### src/hdl/rlw_params.svh
// Constants for the reset, LED, wake and pin logic block
`ifndef RLW_PARAMS_SVH
`define RLW_PARAMS_SVH
`define RLW_CLK_MHZ    250
`define RLW_POR_MS     5
`define RLW_POR_CYC    (`RLW_POR_MS * `RLW_CLK_MHZ * 1000)
`define RLW_LED_MS     5
`define RLW_LED_CYC    (`RLW_LED_MS * `RLW_CLK_MHZ * 1000)
`define RLW_RI_MS      20
`define RLW_RI_CYC     (`RLW_RI_MS * `RLW_CLK_MHZ * 1000)
`define RLW_BAUD       115200
`define RLW_BIT_CYC    ((`RLW_CLK_MHZ * 1000000) / `RLW_BAUD)
`define RLW_MULT       8
`define RLW_DATA_W     8
`define RLW_FIFO_DEPTH 16
`define RLW_LONG_W     23
`define RLW_PER_W      8
`define RLW_BIT_W      12
`define RLW_TXD_IDLE   1'b1
`endif

### src/hdl/rlw_pkg.sv
// Types shared by the reset, LED, wake and pin logic block
`include "rlw_params.svh"
package rlw_pkg;
  typedef logic [`RLW_DATA_W-1:0] rlw_byte_t;
  typedef logic [`RLW_LONG_W-1:0] rlw_long_t;
  typedef enum logic [0:0] {POR_WAIT = 1'b0, POR_DONE = 1'b1} rlw_por_e;
  typedef enum logic [0:0] {TX_IDLE = 1'b0, TX_SHIFT = 1'b1} rlw_tx_e;
  typedef enum logic [0:0] {RX_IDLE = 1'b0, RX_BUSY = 1'b1} rlw_rx_e;
endpackage : rlw_pkg

### src/hdl/rlw_fifo.sv
// Flip-flop FIFO with valid/ready on both sides
`timescale 1ns/100ps
module rlw_fifo #(
  parameter int unsigned WIDTH = 8,
  parameter int unsigned DEPTH = 16
) (
  // Clock and reset
  input  wire logic             clk,
  input  wire logic             rst,
  input  wire logic             clr,
  // Fill side
  input  wire logic             in_valid,
  output logic                  in_ready,
  input  wire logic [WIDTH-1:0] in_data,
  // Drain side
  output logic                  out_valid,
  input  wire logic             out_ready,
  output logic [WIDTH-1:0]      out_data
);
  localparam int unsigned AW = $clog2(DEPTH);
  logic [WIDTH-1:0] mem_q [DEPTH];
  logic [AW-1:0]    wr_q;
  logic [AW-1:0]    rd_q;
  logic [AW:0]      cnt_q;
  wire              push = in_valid & in_ready;
  wire              pop  = out_valid & out_ready;

  // Honest flags straight from the occupancy count
  assign in_ready  = (cnt_q != (AW+1)'(DEPTH));
  assign out_valid = (cnt_q != '0);
  assign out_data  = mem_q[rd_q];

  // Storage entries, one per slot
  for (genvar i = 0; i < DEPTH; i++) begin : g_slot
    always_ff @(posedge clk) begin
      if (push && wr_q == AW'(i)) mem_q[i] <= in_data;
    end
  end

  // Pointers and count; clear drops all contents
  always_ff @(posedge clk or posedge rst) begin
    if (rst) begin
      wr_q  <= '0;
      rd_q  <= '0;
      cnt_q <= '0;
    end else if (clr) begin
      wr_q  <= '0;
      rd_q  <= '0;
      cnt_q <= '0;
    end else begin
      if (push) wr_q <= wr_q + AW'(1);
      if (pop) rd_q <= rd_q + AW'(1);
      cnt_q <= cnt_q + (AW+1)'(push) - (AW+1)'(pop);
    end
  end
endmodule : rlw_fifo

### src/hdl/rlw_stretch.sv
// Retriggerable pulse stretcher for an open-collector LED pin
`timescale 1ns/100ps
module rlw_stretch #(
  parameter int unsigned CYC = 1250000
) (
  // Clock and reset
  input  wire logic clk,
  input  wire logic rst,
  input  wire logic clr,
  // Event in, pin enable out (low pulls the LED low)
  input  wire logic trig,
  output logic      oe_n
);
  import rlw_pkg::*;
  rlw_long_t cnt_q;
  rlw_long_t cnt_d;

  // Each new event restarts the full on-time
  assign cnt_d = clr ? '0 :
                 trig ? rlw_long_t'(CYC) :
                 (cnt_q != '0) ? cnt_q - rlw_long_t'(1) : cnt_q;

  always_ff @(posedge clk or posedge rst) begin
    if (rst) begin
      cnt_q <= '0;
      oe_n  <= 1'b1;
    end else begin
      cnt_q <= cnt_d;
      oe_n  <= (cnt_d == '0);
    end
  end
endmodule : rlw_stretch

### src/hdl/rlw_top.sv
// Reset generator, LEDs, clock reference, wakeup and serial pins
// Function
// RL1: Low external reset input resets the device
// RL2: Reset out floats 5 ms, then drives high
// RL3: External reset low forces reset out low
// RL4: USB bus reset never touches reset out
// RL5: Transmit LED pulses low on USB send
// RL6: Receive LED pulses low on USB receive
// RL7: Reference comes from 6 MHz crystal or clock
// RL8: Working clock is reference times eight
// RL9: Oscillator output stops during USB suspend
// RL10: Ring low 20 ms wakes suspended host
// RL11: Board holds test input low normally
// RL12: Serial data out on TX, in on RX
// RL13: RS485 driver enabled while transmitting
// RL14: Drive active-low request-to-send output
// RL15: Sample active-low data-set-ready input
// RL16: Sample active-low carrier-detect input
// RL17: Suspend indicator low during USB suspend
// RL18: LED pulses visible and retriggered
`timescale 1ns/100ps
`include "rlw_params.svh"
module rlw_top #(
  parameter int unsigned POR_CYCLES = `RLW_POR_CYC,
  parameter int unsigned LED_CYCLES = `RLW_LED_CYC,
  parameter int unsigned RI_CYCLES  = `RLW_RI_CYC
) (
  // Clock and power-on reset
  input  wire logic        CORE_CLK,
  input  wire logic        RST,
  // External reset and generated reset pin
  input  wire logic        RESET_N_IN,
  output logic             GEN_RESET_OUT_N_O,
  output logic             GEN_RESET_OUT_N_OE_N,
  // Activity LED pins, open collector
  output logic             TX_ACTIVITY_LED_N_O,
  output logic             TX_ACTIVITY_LED_N_OE_N,
  output logic             RX_ACTIVITY_LED_N_O,
  output logic             RX_ACTIVITY_LED_N_OE_N,
  // Oscillator reference and derived clock
  input  wire logic        OSC_REF_IN,
  output logic             OSC_REF_OUT,
  output logic             WORK_CLK_TICK,
  output logic             REF_LOCK,
  // USB link state
  input  wire logic        USB_SUSPEND,
  input  wire logic        USB_IN_XFER,
  input  wire logic        USB_OUT_XFER,
  input  wire logic        REMOTE_WAKE_EN,
  output logic             SUSPEND_N,
  output logic             RESUME_REQ,
  // Host to serial byte stream
  input  wire logic        USB_OUT_VALID,
  output logic             USB_OUT_READY,
  input  rlw_pkg::rlw_byte_t USB_OUT_DATA,
  // Serial to host byte stream
  output logic             USB_IN_VALID,
  output rlw_pkg::rlw_byte_t USB_IN_DATA,
  // Serial and modem pins
  output logic             SER_TX_DATA,
  input  wire logic        SER_RX_DATA,
  output logic             RS485_DRIVER_ENABLE,
  input  wire logic        RTS_REQ,
  output logic             REQ_TO_SEND_N,
  input  wire logic        DATA_SET_READY_N,
  input  wire logic        CARRIER_DETECT_N,
  input  wire logic        RING_INDICATOR_N,
  output logic             DSR_STAT,
  output logic             CD_STAT,
  output logic             RI_STAT
);
  import rlw_pkg::*;

  localparam int unsigned BITC = `RLW_BIT_CYC;
  localparam logic [`RLW_PER_W-1:0] PER_MAX = '1;

  // Device reset from the external pin, sampled once.
  // Powers up released, so the reset pin floats from the first edge.
  logic ext_rst_n_q;
  wire  dev_rst = ~ext_rst_n_q;

  always_ff @(posedge CORE_CLK or posedge RST) begin
    if (RST) ext_rst_n_q <= 1'b1;
    else ext_rst_n_q <= RESET_N_IN;   // [RL1]
  end

  // Reference edge detection and period measurement
  logic                  ref_q;
  logic                  ref_prev_q;
  logic [`RLW_PER_W-1:0] per_cnt_q;
  logic [`RLW_PER_W-1:0] period_q;
  logic [`RLW_PER_W:0]   phase_q;
  wire                   ref_rise = ref_q & ~ref_prev_q;
  wire                   ref_lost = (per_cnt_q == PER_MAX);
  wire                   lock     = (period_q != '0);

  always_ff @(posedge CORE_CLK or posedge RST) begin
    if (RST) begin
      ref_q      <= 1'b0;
      ref_prev_q <= 1'b0;
      per_cnt_q  <= '0;
      period_q   <= '0;
    end else begin
      ref_q      <= OSC_REF_IN;       // [RL7]
      ref_prev_q <= ref_q;
      if (ref_rise) begin
        per_cnt_q <= '0;
        period_q  <= ref_lost ? '0 : per_cnt_q + `RLW_PER_W'(1);
      end else if (ref_lost) begin
        period_q  <= '0;              // Reference stopped
      end else begin
        per_cnt_q <= per_cnt_q + `RLW_PER_W'(1);
      end
    end
  end

  // Times-eight tick: add eight per cycle, wrap on the period.
  // Jitter is one core cycle; the average rate is exact.
  wire [`RLW_PER_W:0] phase_sum = phase_q + (`RLW_PER_W+1)'(`RLW_MULT);
  wire [`RLW_PER_W:0] per_ext   = {1'b0, period_q};
  wire                tick_hit  = lock && (phase_sum >= per_ext);

  always_ff @(posedge CORE_CLK or posedge RST) begin
    if (RST) begin
      phase_q       <= '0;
      WORK_CLK_TICK <= 1'b0;
      REF_LOCK      <= 1'b0;
    end else begin
      phase_q       <= !lock ? '0 :
                       tick_hit ? phase_sum - per_ext : phase_sum;
      WORK_CLK_TICK <= tick_hit;      // [RL8]
      REF_LOCK      <= lock;
    end
  end

  // Oscillator output pin is held low in suspend
  always_ff @(posedge CORE_CLK or posedge RST) begin
    if (RST) begin
      OSC_REF_OUT <= 1'b0;
      SUSPEND_N   <= 1'b1;
    end else begin
      OSC_REF_OUT <= USB_SUSPEND ? 1'b0 : ref_q;   // [RL9]
      SUSPEND_N   <= ~USB_SUSPEND;                 // [RL17]
    end
  end

  // Power-up delay, counted only once the reference runs
  rlw_por_e  por_q;
  rlw_long_t por_cnt_q;
  wire       por_end = (por_cnt_q == rlw_long_t'(POR_CYCLES - 1));

  always_ff @(posedge CORE_CLK or posedge RST) begin
    if (RST) begin
      por_q     <= POR_WAIT;
      por_cnt_q <= '0;
    end else begin
      unique case (por_q)
        POR_WAIT: begin
          if (lock) begin
            por_cnt_q <= por_cnt_q + rlw_long_t'(1);
            if (por_end) por_q <= POR_DONE;     // [RL2]
          end
        end
        POR_DONE: begin
          por_q <= POR_DONE;
        end
      endcase
    end
  end

  // Reset pin: low on external reset, else float until done.
  // No USB bus reset path exists into this logic.
  wire rst_pin_o    = ext_rst_n_q & (por_q == POR_DONE);
  wire rst_pin_oe_n = ext_rst_n_q & (por_q == POR_WAIT);

  always_ff @(posedge CORE_CLK or posedge RST) begin
    if (RST) begin
      GEN_RESET_OUT_N_O    <= 1'b0;
      GEN_RESET_OUT_N_OE_N <= 1'b1;
    end else begin
      GEN_RESET_OUT_N_O    <= rst_pin_o;       // [RL2] [RL3] [RL4]
      GEN_RESET_OUT_N_OE_N <= rst_pin_oe_n;    // [RL3]
    end
  end

  // Activity LEDs; the pin only ever pulls low
  assign TX_ACTIVITY_LED_N_O = 1'b0;
  assign RX_ACTIVITY_LED_N_O = 1'b0;

  rlw_stretch #(.CYC(LED_CYCLES)) u_tx_led (
    .clk  (CORE_CLK),
    .rst  (RST),
    .clr  (dev_rst),
    .trig (USB_IN_XFER),            // [RL5] [RL18]
    .oe_n (TX_ACTIVITY_LED_N_OE_N)
  );

  rlw_stretch #(.CYC(LED_CYCLES)) u_rx_led (
    .clk  (CORE_CLK),
    .rst  (RST),
    .clr  (dev_rst),
    .trig (USB_OUT_XFER),           // [RL6] [RL18]
    .oe_n (RX_ACTIVITY_LED_N_OE_N)
  );

  // Remote wakeup: ring low long enough while suspended.
  // One request per ring pulse; release of ring re-arms it.
  rlw_long_t ri_cnt_q;
  logic      ri_done_q;
  wire       ri_arm = USB_SUSPEND & REMOTE_WAKE_EN & ~RING_INDICATOR_N;
  wire       ri_hit = ri_arm & ~ri_done_q &
                      (ri_cnt_q == rlw_long_t'(RI_CYCLES - 1));

  always_ff @(posedge CORE_CLK or posedge RST) begin
    if (RST) begin
      ri_cnt_q   <= '0;
      ri_done_q  <= 1'b0;
      RESUME_REQ <= 1'b0;
    end else if (dev_rst || !ri_arm) begin
      ri_cnt_q   <= '0;
      ri_done_q  <= 1'b0;
      RESUME_REQ <= 1'b0;
    end else begin
      if (!ri_done_q) ri_cnt_q <= ri_cnt_q + rlw_long_t'(1);
      if (ri_hit) ri_done_q <= 1'b1;
      RESUME_REQ <= ri_hit;                    // [RL10]
    end
  end

  // Modem lines: handshake out, status in
  always_ff @(posedge CORE_CLK or posedge RST) begin
    if (RST) begin
      REQ_TO_SEND_N <= 1'b1;
      DSR_STAT      <= 1'b0;
      CD_STAT       <= 1'b0;
      RI_STAT       <= 1'b0;
    end else begin
      REQ_TO_SEND_N <= ~(RTS_REQ & ext_rst_n_q);   // [RL14]
      DSR_STAT      <= ~DATA_SET_READY_N;          // [RL15]
      CD_STAT       <= ~CARRIER_DETECT_N;          // [RL16]
      RI_STAT       <= ~RING_INDICATOR_N;
    end
  end

  // Outgoing bytes wait in the FIFO while the shifter is busy
  logic      fifo_valid;
  rlw_byte_t fifo_data;
  rlw_tx_e   tx_q;
  wire       fifo_take = (tx_q == TX_IDLE) & ext_rst_n_q;

  rlw_fifo #(.WIDTH(`RLW_DATA_W), .DEPTH(`RLW_FIFO_DEPTH)) u_fifo (
    .clk       (CORE_CLK),
    .rst       (RST),
    .clr       (dev_rst),
    .in_valid  (USB_OUT_VALID),
    .in_ready  (USB_OUT_READY),
    .in_data   (USB_OUT_DATA),
    .out_valid (fifo_valid),
    .out_ready (fifo_take),
    .out_data  (fifo_data)
  );

  // Transmit shifter: start, eight data LSB first, stop
  logic [9:0]            tx_sh_q;
  logic [3:0]            tx_bit_q;
  logic [`RLW_BIT_W-1:0] tx_cnt_q;
  wire                   tx_load = fifo_valid & fifo_take;
  wire                   tx_bend = (tx_cnt_q == `RLW_BIT_W'(BITC - 1));
  wire                   tx_last = tx_bend & (tx_bit_q == 4'h9);

  always_ff @(posedge CORE_CLK or posedge RST) begin
    if (RST) begin
      tx_q     <= TX_IDLE;
      tx_sh_q  <= '1;
      tx_bit_q <= '0;
      tx_cnt_q <= '0;
    end else if (dev_rst) begin
      tx_q     <= TX_IDLE;
      tx_sh_q  <= '1;
      tx_bit_q <= '0;
      tx_cnt_q <= '0;
    end else begin
      unique case (tx_q)
        TX_IDLE: begin
          if (tx_load) begin
            tx_q     <= TX_SHIFT;
            tx_sh_q  <= {1'b1, fifo_data, 1'b0};
            tx_bit_q <= '0;
            tx_cnt_q <= '0;
          end
        end
        TX_SHIFT: begin
          tx_cnt_q <= tx_bend ? '0 : tx_cnt_q + `RLW_BIT_W'(1);
          if (tx_bend) begin
            tx_sh_q  <= {1'b1, tx_sh_q[9:1]};
            tx_bit_q <= tx_bit_q + 4'h1;
          end
          if (tx_last) tx_q <= TX_IDLE;
        end
      endcase
    end
  end

  // Line and RS485 enable track the shifter one cycle later
  wire txd_d = (tx_q == TX_SHIFT) ? tx_sh_q[0] : `RLW_TXD_IDLE;

  always_ff @(posedge CORE_CLK or posedge RST) begin
    if (RST) begin
      SER_TX_DATA         <= `RLW_TXD_IDLE;
      RS485_DRIVER_ENABLE <= 1'b0;
    end else begin
      SER_TX_DATA         <= txd_d;                  // [RL12]
      RS485_DRIVER_ENABLE <= (tx_q == TX_SHIFT);     // [RL13]
    end
  end

  // Receiver: sample at mid-bit, drop frames with a bad start
  // or stop bit; no error is reported upward.
  logic                  rxd_q;
  rlw_rx_e               rx_q;
  logic [`RLW_BIT_W-1:0] rx_cnt_q;
  logic [3:0]            rx_bit_q;
  rlw_byte_t             rx_sh_q;
  wire                   rx_smp  = (rx_cnt_q == '0);
  wire                   rx_stop = rx_smp & (rx_bit_q == 4'h9);

  always_ff @(posedge CORE_CLK or posedge RST) begin
    if (RST) begin
      rxd_q        <= 1'b1;
      rx_q         <= RX_IDLE;
      rx_cnt_q     <= '0;
      rx_bit_q     <= '0;
      rx_sh_q      <= '0;
      USB_IN_VALID <= 1'b0;
      USB_IN_DATA  <= '0;
    end else begin
      rxd_q        <= SER_RX_DATA;                   // [RL12]
      USB_IN_VALID <= 1'b0;
      if (dev_rst) begin
        rx_q <= RX_IDLE;
      end else begin
        unique case (rx_q)
          RX_IDLE: begin
            if (!rxd_q) begin
              rx_q     <= RX_BUSY;
              rx_cnt_q <= `RLW_BIT_W'(BITC / 2);
              rx_bit_q <= '0;
            end
          end
          RX_BUSY: begin
            rx_cnt_q <= rx_smp ? `RLW_BIT_W'(BITC - 1) :
                        rx_cnt_q - `RLW_BIT_W'(1);
            if (rx_smp) begin
              rx_bit_q <= rx_bit_q + 4'h1;
              if (rx_bit_q == 4'h0 && rxd_q) rx_q <= RX_IDLE;
              if (rx_bit_q != 4'h0 && rx_bit_q != 4'h9) begin
                rx_sh_q <= {rxd_q, rx_sh_q[7:1]};
              end
            end
            if (rx_stop) begin
              rx_q         <= RX_IDLE;
              USB_IN_VALID <= rxd_q;
              USB_IN_DATA  <= rx_sh_q;
            end
          end
        endcase
      end
    end
  end
endmodule : rlw_top

### config.mk
export PLATFORM = sky130hd
export DESIGN_NAME = rlw_top
export DESIGN_NICKNAME = d
export VERILOG_FILES = /design/src/hdl/rlw_pkg.sv /design/src/hdl/rlw_fifo.sv /design/src/hdl/rlw_stretch.sv /design/src/hdl/rlw_top.sv
export VERILOG_INCLUDE_DIRS = /design/src /design/src/hdl
export SDC_FILE = /design/constraint.sdc
export NUM_CORES = 1
export LEC_CHECK = 0
export ABC_CLOCK_PERIOD_IN_PS = 7400
export BUFFER_PORTS_ARGS = -buffer_cell sky130_fd_sc_hd__buf_4
export CAP_MARGIN = 20
export CORE_MARGIN = 2
export CORE_UTILIZATION = 56
export DETAILED_ROUTE_END_ITERATION = 10
export GPL_TIMING_DRIVEN = 0
export PLACE_DENSITY = 0.84
export SLEW_MARGIN = 20
export SYNTH_ARGS = -nofsm -noshare
export SYNTH_HDL_FRONTEND = slang
export SYNTH_SLANG_ARGS = --single-unit
### constraint.sdc
create_clock -name CORE_CLK -period 7.4 [get_ports CORE_CLK]
set_clock_uncertainty 0.15 [all_clocks]
set_input_delay 1.11 -clock CORE_CLK [delete_from_list [all_inputs] [get_ports CORE_CLK]]
set_output_delay 1.11 -clock CORE_CLK [all_outputs]
set_load 0.05 [all_outputs]
==> impl_metrics.tcl, run 1 <==
set metrics [dict create \
    antenna_found_initial 0 \
    place_congestion 0.848 \
    syn-instance-count 1328 \
    rsz0062_at_grt "no" \
    slowest_delay_ns 0.61 \
    num-nets-final 1478 \
    cts_tree "built" \
    p_comb_share_pct 24.9 \
    cts_buffer_depth 3 \
    async_flop_share_pct 62.2 \
    use_met1_pct 30.3 \
    finalSetupTns_ns 0 \
    crit_arrival_ns 4.01 \
    endpoint_kind "flip-flop" \
    dieArea_um2 29300 \
    crit_fanout 6 \
    critical_path_class "reg -> reg" \
    diodes 0 \
    port_buffers 46 \
    grt_use_met3_pct 4.26 \
    rows 61 \
    fp.coreArea_um2 27600 \
    grt_usage_pct 23.1 \
    layout_common_cells "194 x dfrtp_1, 145 x nor2_1, 128 x edfxtp_1" \
    finalSetupViolations 0 \
    grt_max_degree 108 \
    cts-root-buf "clkbuf_16" \
    ctsHoldBuffers 0 \
    cts_buffers 36 \
    die_x_um 171 \
    ys_types 73 \
    overflow 0 \
    yosysSeqAreaShare_pct 58.4 \
    max_freq_ghz 0.268 \
    clk_latency_ns 0.53 \
    ctsResizeCount 0 \
    synth-main-ff-cell "dfrtp_1" \
    p_per_area_nw_per_um2 304 \
    path_cells "inv_1 -> ha_1 -> nor4b_1 -> or3_1 -> clkbuf_1 -> inv_1 -> ha_1 -> inv_1 -> ha_1 -> fa_1 -> a21oi_1 -> nor2_1 -> or3_1 -> a21oi_1" \
    hold_violations 0 \
    dieHeight_um 171 \
    worstMarginPinSlew_ns 0.925 \
    fin_crit_sh_pct 50.4 \
    status "complete, no violations" \
    route.detailed.drc 0 \
    layout_commonest_cell "dfrtp_1" \
    postSynthAreaPerCell_um2 11.8 \
    yosysWarnings 0 \
    vias_per_cell 5.91 \
    ir_drop_mv 0.162 \
    dr.pass1.iters 5 \
    leakage_uw 0.00715 \
    drive_gt1_share_pct 12.9 \
    synth_edf_count 128 \
    grt_use_met2_pct 38.9 \
    worstSetupStartpointType "flip-flop" \
    swShare_pct 30.2 \
    start_util_pct 56.7 \
    p_seq_share_pct 42.2 \
    fin_crit_ns 3.73 \
    drt-total-wl_um 33000 \
    ys_ff_latch 339 \
    syn2layout_area_growth_pct 13.2 \
    grt_pass1_wl_um 53900 \
    htree_levels 2 \
    cts_setup_buffers 0 \
    slew_headroom_pct 36.7 \
    hold_path_class "reg -> reg" \
    slowest_stage "nor4b_1" \
    critPathBufInv 4 \
    p_switching_uw 1630 \
    vias 10777 \
    cts.clk_slew.worst_paths_ns 0.06 \
    grt-busiest-layer "met2" \
    antenna_left 0 \
    required_ns 7.68 \
    intPower_uw 3770 \
    report.power.total_uw 5390 \
    drt-initial-drc-count 1081 \
    routed_wire_length_per_instance_um 18.1 \
    dpl.hpwl_um 21700 \
    maxSlewViolCount 0 \
    critPathTopFamily "simple AND/OR/NAND/NOR gates" \
    clockPowerShare_pct 33.0 \
    maxCapViolations 0 \
    clock-sinks 339 \
    grt_pass1_vias 10644 \
    syn-cell-area_um2 15700 \
    ioPinCount 49 \
]
power by group through the flow:
stage | combinational, µW | clock [µW] | sequential, µW
floorplan | 983 | 0 | 2300
global placement | 1250 | 0 | 2300
detailed placement | 1310 | 0 | 2310
CTS | 1330 | 1810 | 2270
global route | 1490 | 1890 | 2290
finish | 1340 | 1780 | 2270
layout make-up:
cell class	instances	area, µm²
clock inverters	14	156
fillers	2017	9900
multi-input cells	877	6100
repair buffers	51	393
inverters	62	240
flip-flops and latches	339	9150
well taps	378	473
clock buffers	51	1010
plain buffers	51	213
flip-flops by register name, summed over array words and instances, names as in the netlist, 9 cells and up:
register / count
ri_cnt_q: 23
rx_cnt_q: 12
phase_q: 9
tx_sh_q: 9
por_cnt_q: 23
u_rx_led.cnt_q: 23
u_tx_led.cnt_q: 23
u_fifo.mem_q: 128
tx_cnt_q: 12
per-layer routing:
layer | vias up | part of all wire (%)
met4 | 0 | 3.2
li1 | 4984 | -
met1 | 5256 | 41
met5 | - | 0
met3 | 93 | 6.8
met2 | 444 | 49
synth_stat cells, drive strengths merged, types with 4 or more instances:
master,count,area share (%)
dfrtp,194,31
nor2,146,3.5
edfxtp,128,25
nand2,80,1.9
inv,61,1.5
xnor2,56,3.1
o21ai,52,1.7
nand3,51,1.6
xor2,49,2.7
a21oi,48,1.5
clkbuf,39,0.93
ha,36,2.9
mux2i,35,2.2
nor3,28,0.89
nor4,25,1.2
nand4,24,0.96
or3,23,0.93
and2,21,0.84
mux4,19,2.7
dfstp,17,2.9
mux2,17,1.4
a211oi,14,0.67
a221oi,14,0.78
and3,13,0.52
buf,12,0.42
nor2b,11,0.44
o31ai,9,0.43
o21a,8,0.38
a22oi,7,0.34
and4,7,0.39
or4,7,0.36
nand2b,6,0.24
a2111oi,5,0.28
a21boi,5,0.24
a31oi,5,0.20
nor4bb,5,0.32
o41ai,5,0.28
or2,5,0.22
nand4b,4,0.22
tightest hold or removal path, cell delays in order (launching register included):
cell and delay [ns]:
dfstp_2 0.37, nand2_1 0.04, o21ai_0 0.06
cell families after synthesis:
logic type / share of synthesized area, %
xor gates and xnor gates: 5.87
AOI/OAI and AO/OA: 7.93
muxes: 6.38
other: 0.0239
adders and majority gates: 3.13
buffers and inverters: 2.84
DFF: 58.4
and+or+nand+nor: 15.4
metrics by stage:
step	utilization [%]	instances	area [µm²]	hold slack [ns]	worst slack, ns
after floorplan	-	1329	15700	0.231	0.402
after global placement	59.7	1753	16500	0.314	-1.84
after detailed placement	59.9	1758	16600	0.321	3.75
after CTS	64.2	1823	17700	0.329	3.69
after global routing	64.2	1823	17700	0.344	3.34
final	64.2	1823	17700	0.325	3.67
path summary, 6_finish.rpt:
kind	startpoint	end	slack (ns)	cells after the start
min in group asynchronous	RST	DSR_STAT$_DFF_PP0_	0.55	2
max in group asynchronous	RST	u_rx_led.oe_n$_DFF_PP1_	5.57	3
worst min register to register	tx_sh_q[1]$_DFFE_PP1P_	tx_sh_q[1]$_DFFE_PP1P_	0.33	2
worst max-delay path	u_fifo.cnt_q[2]$_DFF_PP0_	u_fifo.cnt_q[4]$_DFF_PP0_	3.67	14
worst max register to register	u_fifo.cnt_q[2]$_DFF_PP0_	u_fifo.cnt_q[4]$_DFF_PP0_	3.67	14
worst min-delay path	tx_sh_q[1]$_DFFE_PP1P_	tx_sh_q[1]$_DFFE_PP1P_	0.33	2
(Power assumes the default switching activity.)
==> run 2, diff against run 1 <==
--- a/config.mk
+++ b/config.mk
@@ -6,7 +6,7 @@
 export SDC_FILE = /design/constraint.sdc
 export NUM_CORES = 1
 export LEC_CHECK = 0
-export ABC_CLOCK_PERIOD_IN_PS = 7400
+export ABC_CLOCK_PERIOD_IN_PS = 3000
 export BUFFER_PORTS_ARGS = -buffer_cell sky130_fd_sc_hd__buf_4
 export CAP_MARGIN = 20
 export CORE_MARGIN = 2
==> constraint.sdc (replaced) <==
create_clock -name CORE_CLK -period 3 [get_ports CORE_CLK]
set_clock_uncertainty 0.15 [all_clocks]
set_input_delay 0.45 -clock CORE_CLK [delete_from_list [all_inputs] [get_ports CORE_CLK]]
set_output_delay 0.45 -clock CORE_CLK [all_outputs]
set_load 0.05 [all_outputs]
==> run 2 against run 1 <==
Combinational power rose to 2.7 times the previous value. Via count rose by 1.9%. Sequential power rose by 150%. Maximum frequency rose by 28%. Clock power rose to 2.7 times the previous value. Global-route usage rose by 0.38 points. First-iteration DRC count fell by 3.5%. Routed wire length rose by 3.3%. Die area did not move. Largest cell class unchanged. Worst setup slack got worse by 3.6 ns.
==> impl_metrics.tcl, run 2 (synthesis gave the netlist of run 1 again) <==
set metrics [dict create \
    start_util_pct 56.7 \
    endpoint_kind "flip-flop" \
    intPower_uw 9840 \
    largest_reg_flops 128 \
    crit_arrival_ns 3.21 \
    clock-sinks 339 \
    finalSetupTns_ns 0 \
    drive_gt1_share_pct 17.1 \
    ioPinCount 49 \
    dp.cells 1764 \
    layout_common_cells "194 x dfrtp_1, 144 x nor2_1, 128 x edfxtp_1" \
    hold_ws_ns 0.0768 \
    critical_path_class "reg -> reg" \
    ir_drop_mv 0.570 \
    vias_per_cell 5.94 \
    p_seq_share_pct 40.0 \
    antenna_left 0 \
    drt-initial-drc-count 1043 \
    dpl.hpwl_um 22300 \
    routed_wire_length_per_instance_um 18.4 \
    worstSetupStartpointType "flip-flop" \
    leakage_uw 0.00742 \
    maxCapViolations 0 \
    finalSetupViolations 0 \
    num-nets-final 1501 \
    grt_max_degree 36 \
    place_congestion 0.873 \
    dieArea_um2 29300 \
    hold_path_class "in -> reg" \
    worstMarginPinSlew_ns 0.864 \
    maxSlewViolCount 0 \
    slowest_stage "dfrtp_1" \
    diodes 0 \
    cts-root-buf "clkbuf_16" \
    dr.pass1.iters 8 \
    grt_pass1_wl_um 55200 \
    area.sequential_um2 9150 \
    n_fill_cell 1923 \
    route.detailed.drc 0 \
    crit_fanout 4 \
    cts_tree "built" \
    max_freq_ghz 0.342 \
    cts_buffers 37 \
    status "complete, no violations" \
    fin_crit_sh_pct 97.3 \
    critPathBufInv 3 \
    p_switching_uw 4240 \
    grt_usage_pct 23.5 \
    cts_buffer_depth 3 \
    port_buffers 46 \
    vias 10977 \
    report.power.total_uw 14100 \
    clk_latency_ns 0.52 \
    fin_util_pct 66.6 \
    hold_violations 0 \
    critPathTopFamily "adder cells" \
    layout_commonest_cell "dfrtp_1" \
    rsz0062_at_grt "yes" \
    p_per_area_nw_per_um2 765 \
    rows 61 \
    cts.clk_slew.worst_paths_ns 0.06 \
    htree_levels 2 \
    swShare_pct 30.1 \
    slowest_delay_ns 0.40 \
    drt-total-wl_um 34100 \
    fin_crit_ns 2.92 \
    stdcell_count 1848 \
    antenna_found_initial 0 \
    syn2layout_area_growth_pct 17.5 \
    p_comb_share_pct 25.3 \
    grt_pass1_vias 11026 \
    overflow 0 \
    fp.coreArea_um2 27600 \
    clockPowerShare_pct 34.7 \
    dieHeight_um 171 \
    multi_input_area_um2 6310 \
    required_ns 3.29 \
    slew_headroom_pct 40.9 \
    regMostFlops "u_fifo.mem_q" \
    path_cells "inv_2 -> ha_4 -> nor4b_4 -> or3_4 -> inv_2 -> ha_1 -> inv_1 -> ha_2 -> fa_2 -> a21oi_2 -> nor2_2 -> or3_4 -> a21oi_2" \
    die_x_um 171 \
]
## run 2: cell count changes in the layout (fill, tap and decap cells not counted), sizes merged
cell,before,now
clkinvlp,1,4
buf,63,77
clkinv,9,10
bufinv,3,6
clkbuf,90,85
dlygate4sd3,0,9
## run 2: final timing paths
| check | slack [ns] | cells past startpoint | from | end |
|---|---|---|---|---|
| max reg2reg | 0.08 | 13 | u_fifo.cnt_q[3]$_DFF_PP0_ | u_fifo.cnt_q[4]$_DFF_PP0_ |
| max in group asynchronous | 1.01 | 7 | RST | SER_TX_DATA$_DFF_PP1_ |
| max | 0.08 | 13 | u_fifo.cnt_q[3]$_DFF_PP0_ | u_fifo.cnt_q[4]$_DFF_PP0_ |
| min | 0.08 | 2 | USB_OUT_XFER | u_rx_led.cnt_q[6]$_DFF_PP0_ |
| min reg2reg | 0.33 | 2 | tx_sh_q[2]$_DFFE_PP1P_ | tx_sh_q[2]$_DFFE_PP1P_ |
| min in group asynchronous | 0.45 | 3 | RST | DSR_STAT$_DFF_PP0_ |
## run 2: layout make-up
class / instances / share of cell area, %
Clock buffer: 47 / 5.68
Inverter: 62 / 1.31
Multi-Input combinational cell: 877 / 34.3
Timing Repair Buffer: 77 / 3.81
Buffer: 47 / 1.13
Sequential cell: 339 / 49.7
Clock inverter: 21 / 1.55
Tap cell: 378 / 2.57
## run 2: stage by stage
step | instance area (µm²) | worst slack, ns
floorplan | 15700 | -0.328
global placement | 16500 | -1.55
detailed placement | 16700 | -0.316
CTS | 18200 | -0.0125
global route | 18400 | -0.104
finish | 18400 | 0.0801
## run 2: what timing repair did
item / 4_1_cts / 5_1_grt
resized for setup: 14 / 38
endpoints found under the setup margin: 6 / 18
endpoints found under the hold margin: 33 / 0
pin swaps: 3 / 11
hold buffers: 9 / 0
setup buffers: 1 / 10
## run 2: metal layers
metal,up-vias,global-route usage (%),part of all wire [%]
met5,-,0,0
met4,0,7.00,2.2
met3,78,3.36,6.0
met2,428,40.2,50
met1,5436,31.4,41
li1,5035,-,-
## run 2: power by group through the flow
stage / sequential [µW] / combinational (µW) / clock (µW)
4_1_cts: 5610 / 3370 / 4940
2_1_floorplan: 5680 / 2440 / 0
5_1_grt: 5680 / 3930 / 5150
3_3_place_gp: 5670 / 3100 / 0
3_5_place_dp: 5680 / 3300 / 0
6_report: 5630 / 3560 / 4880
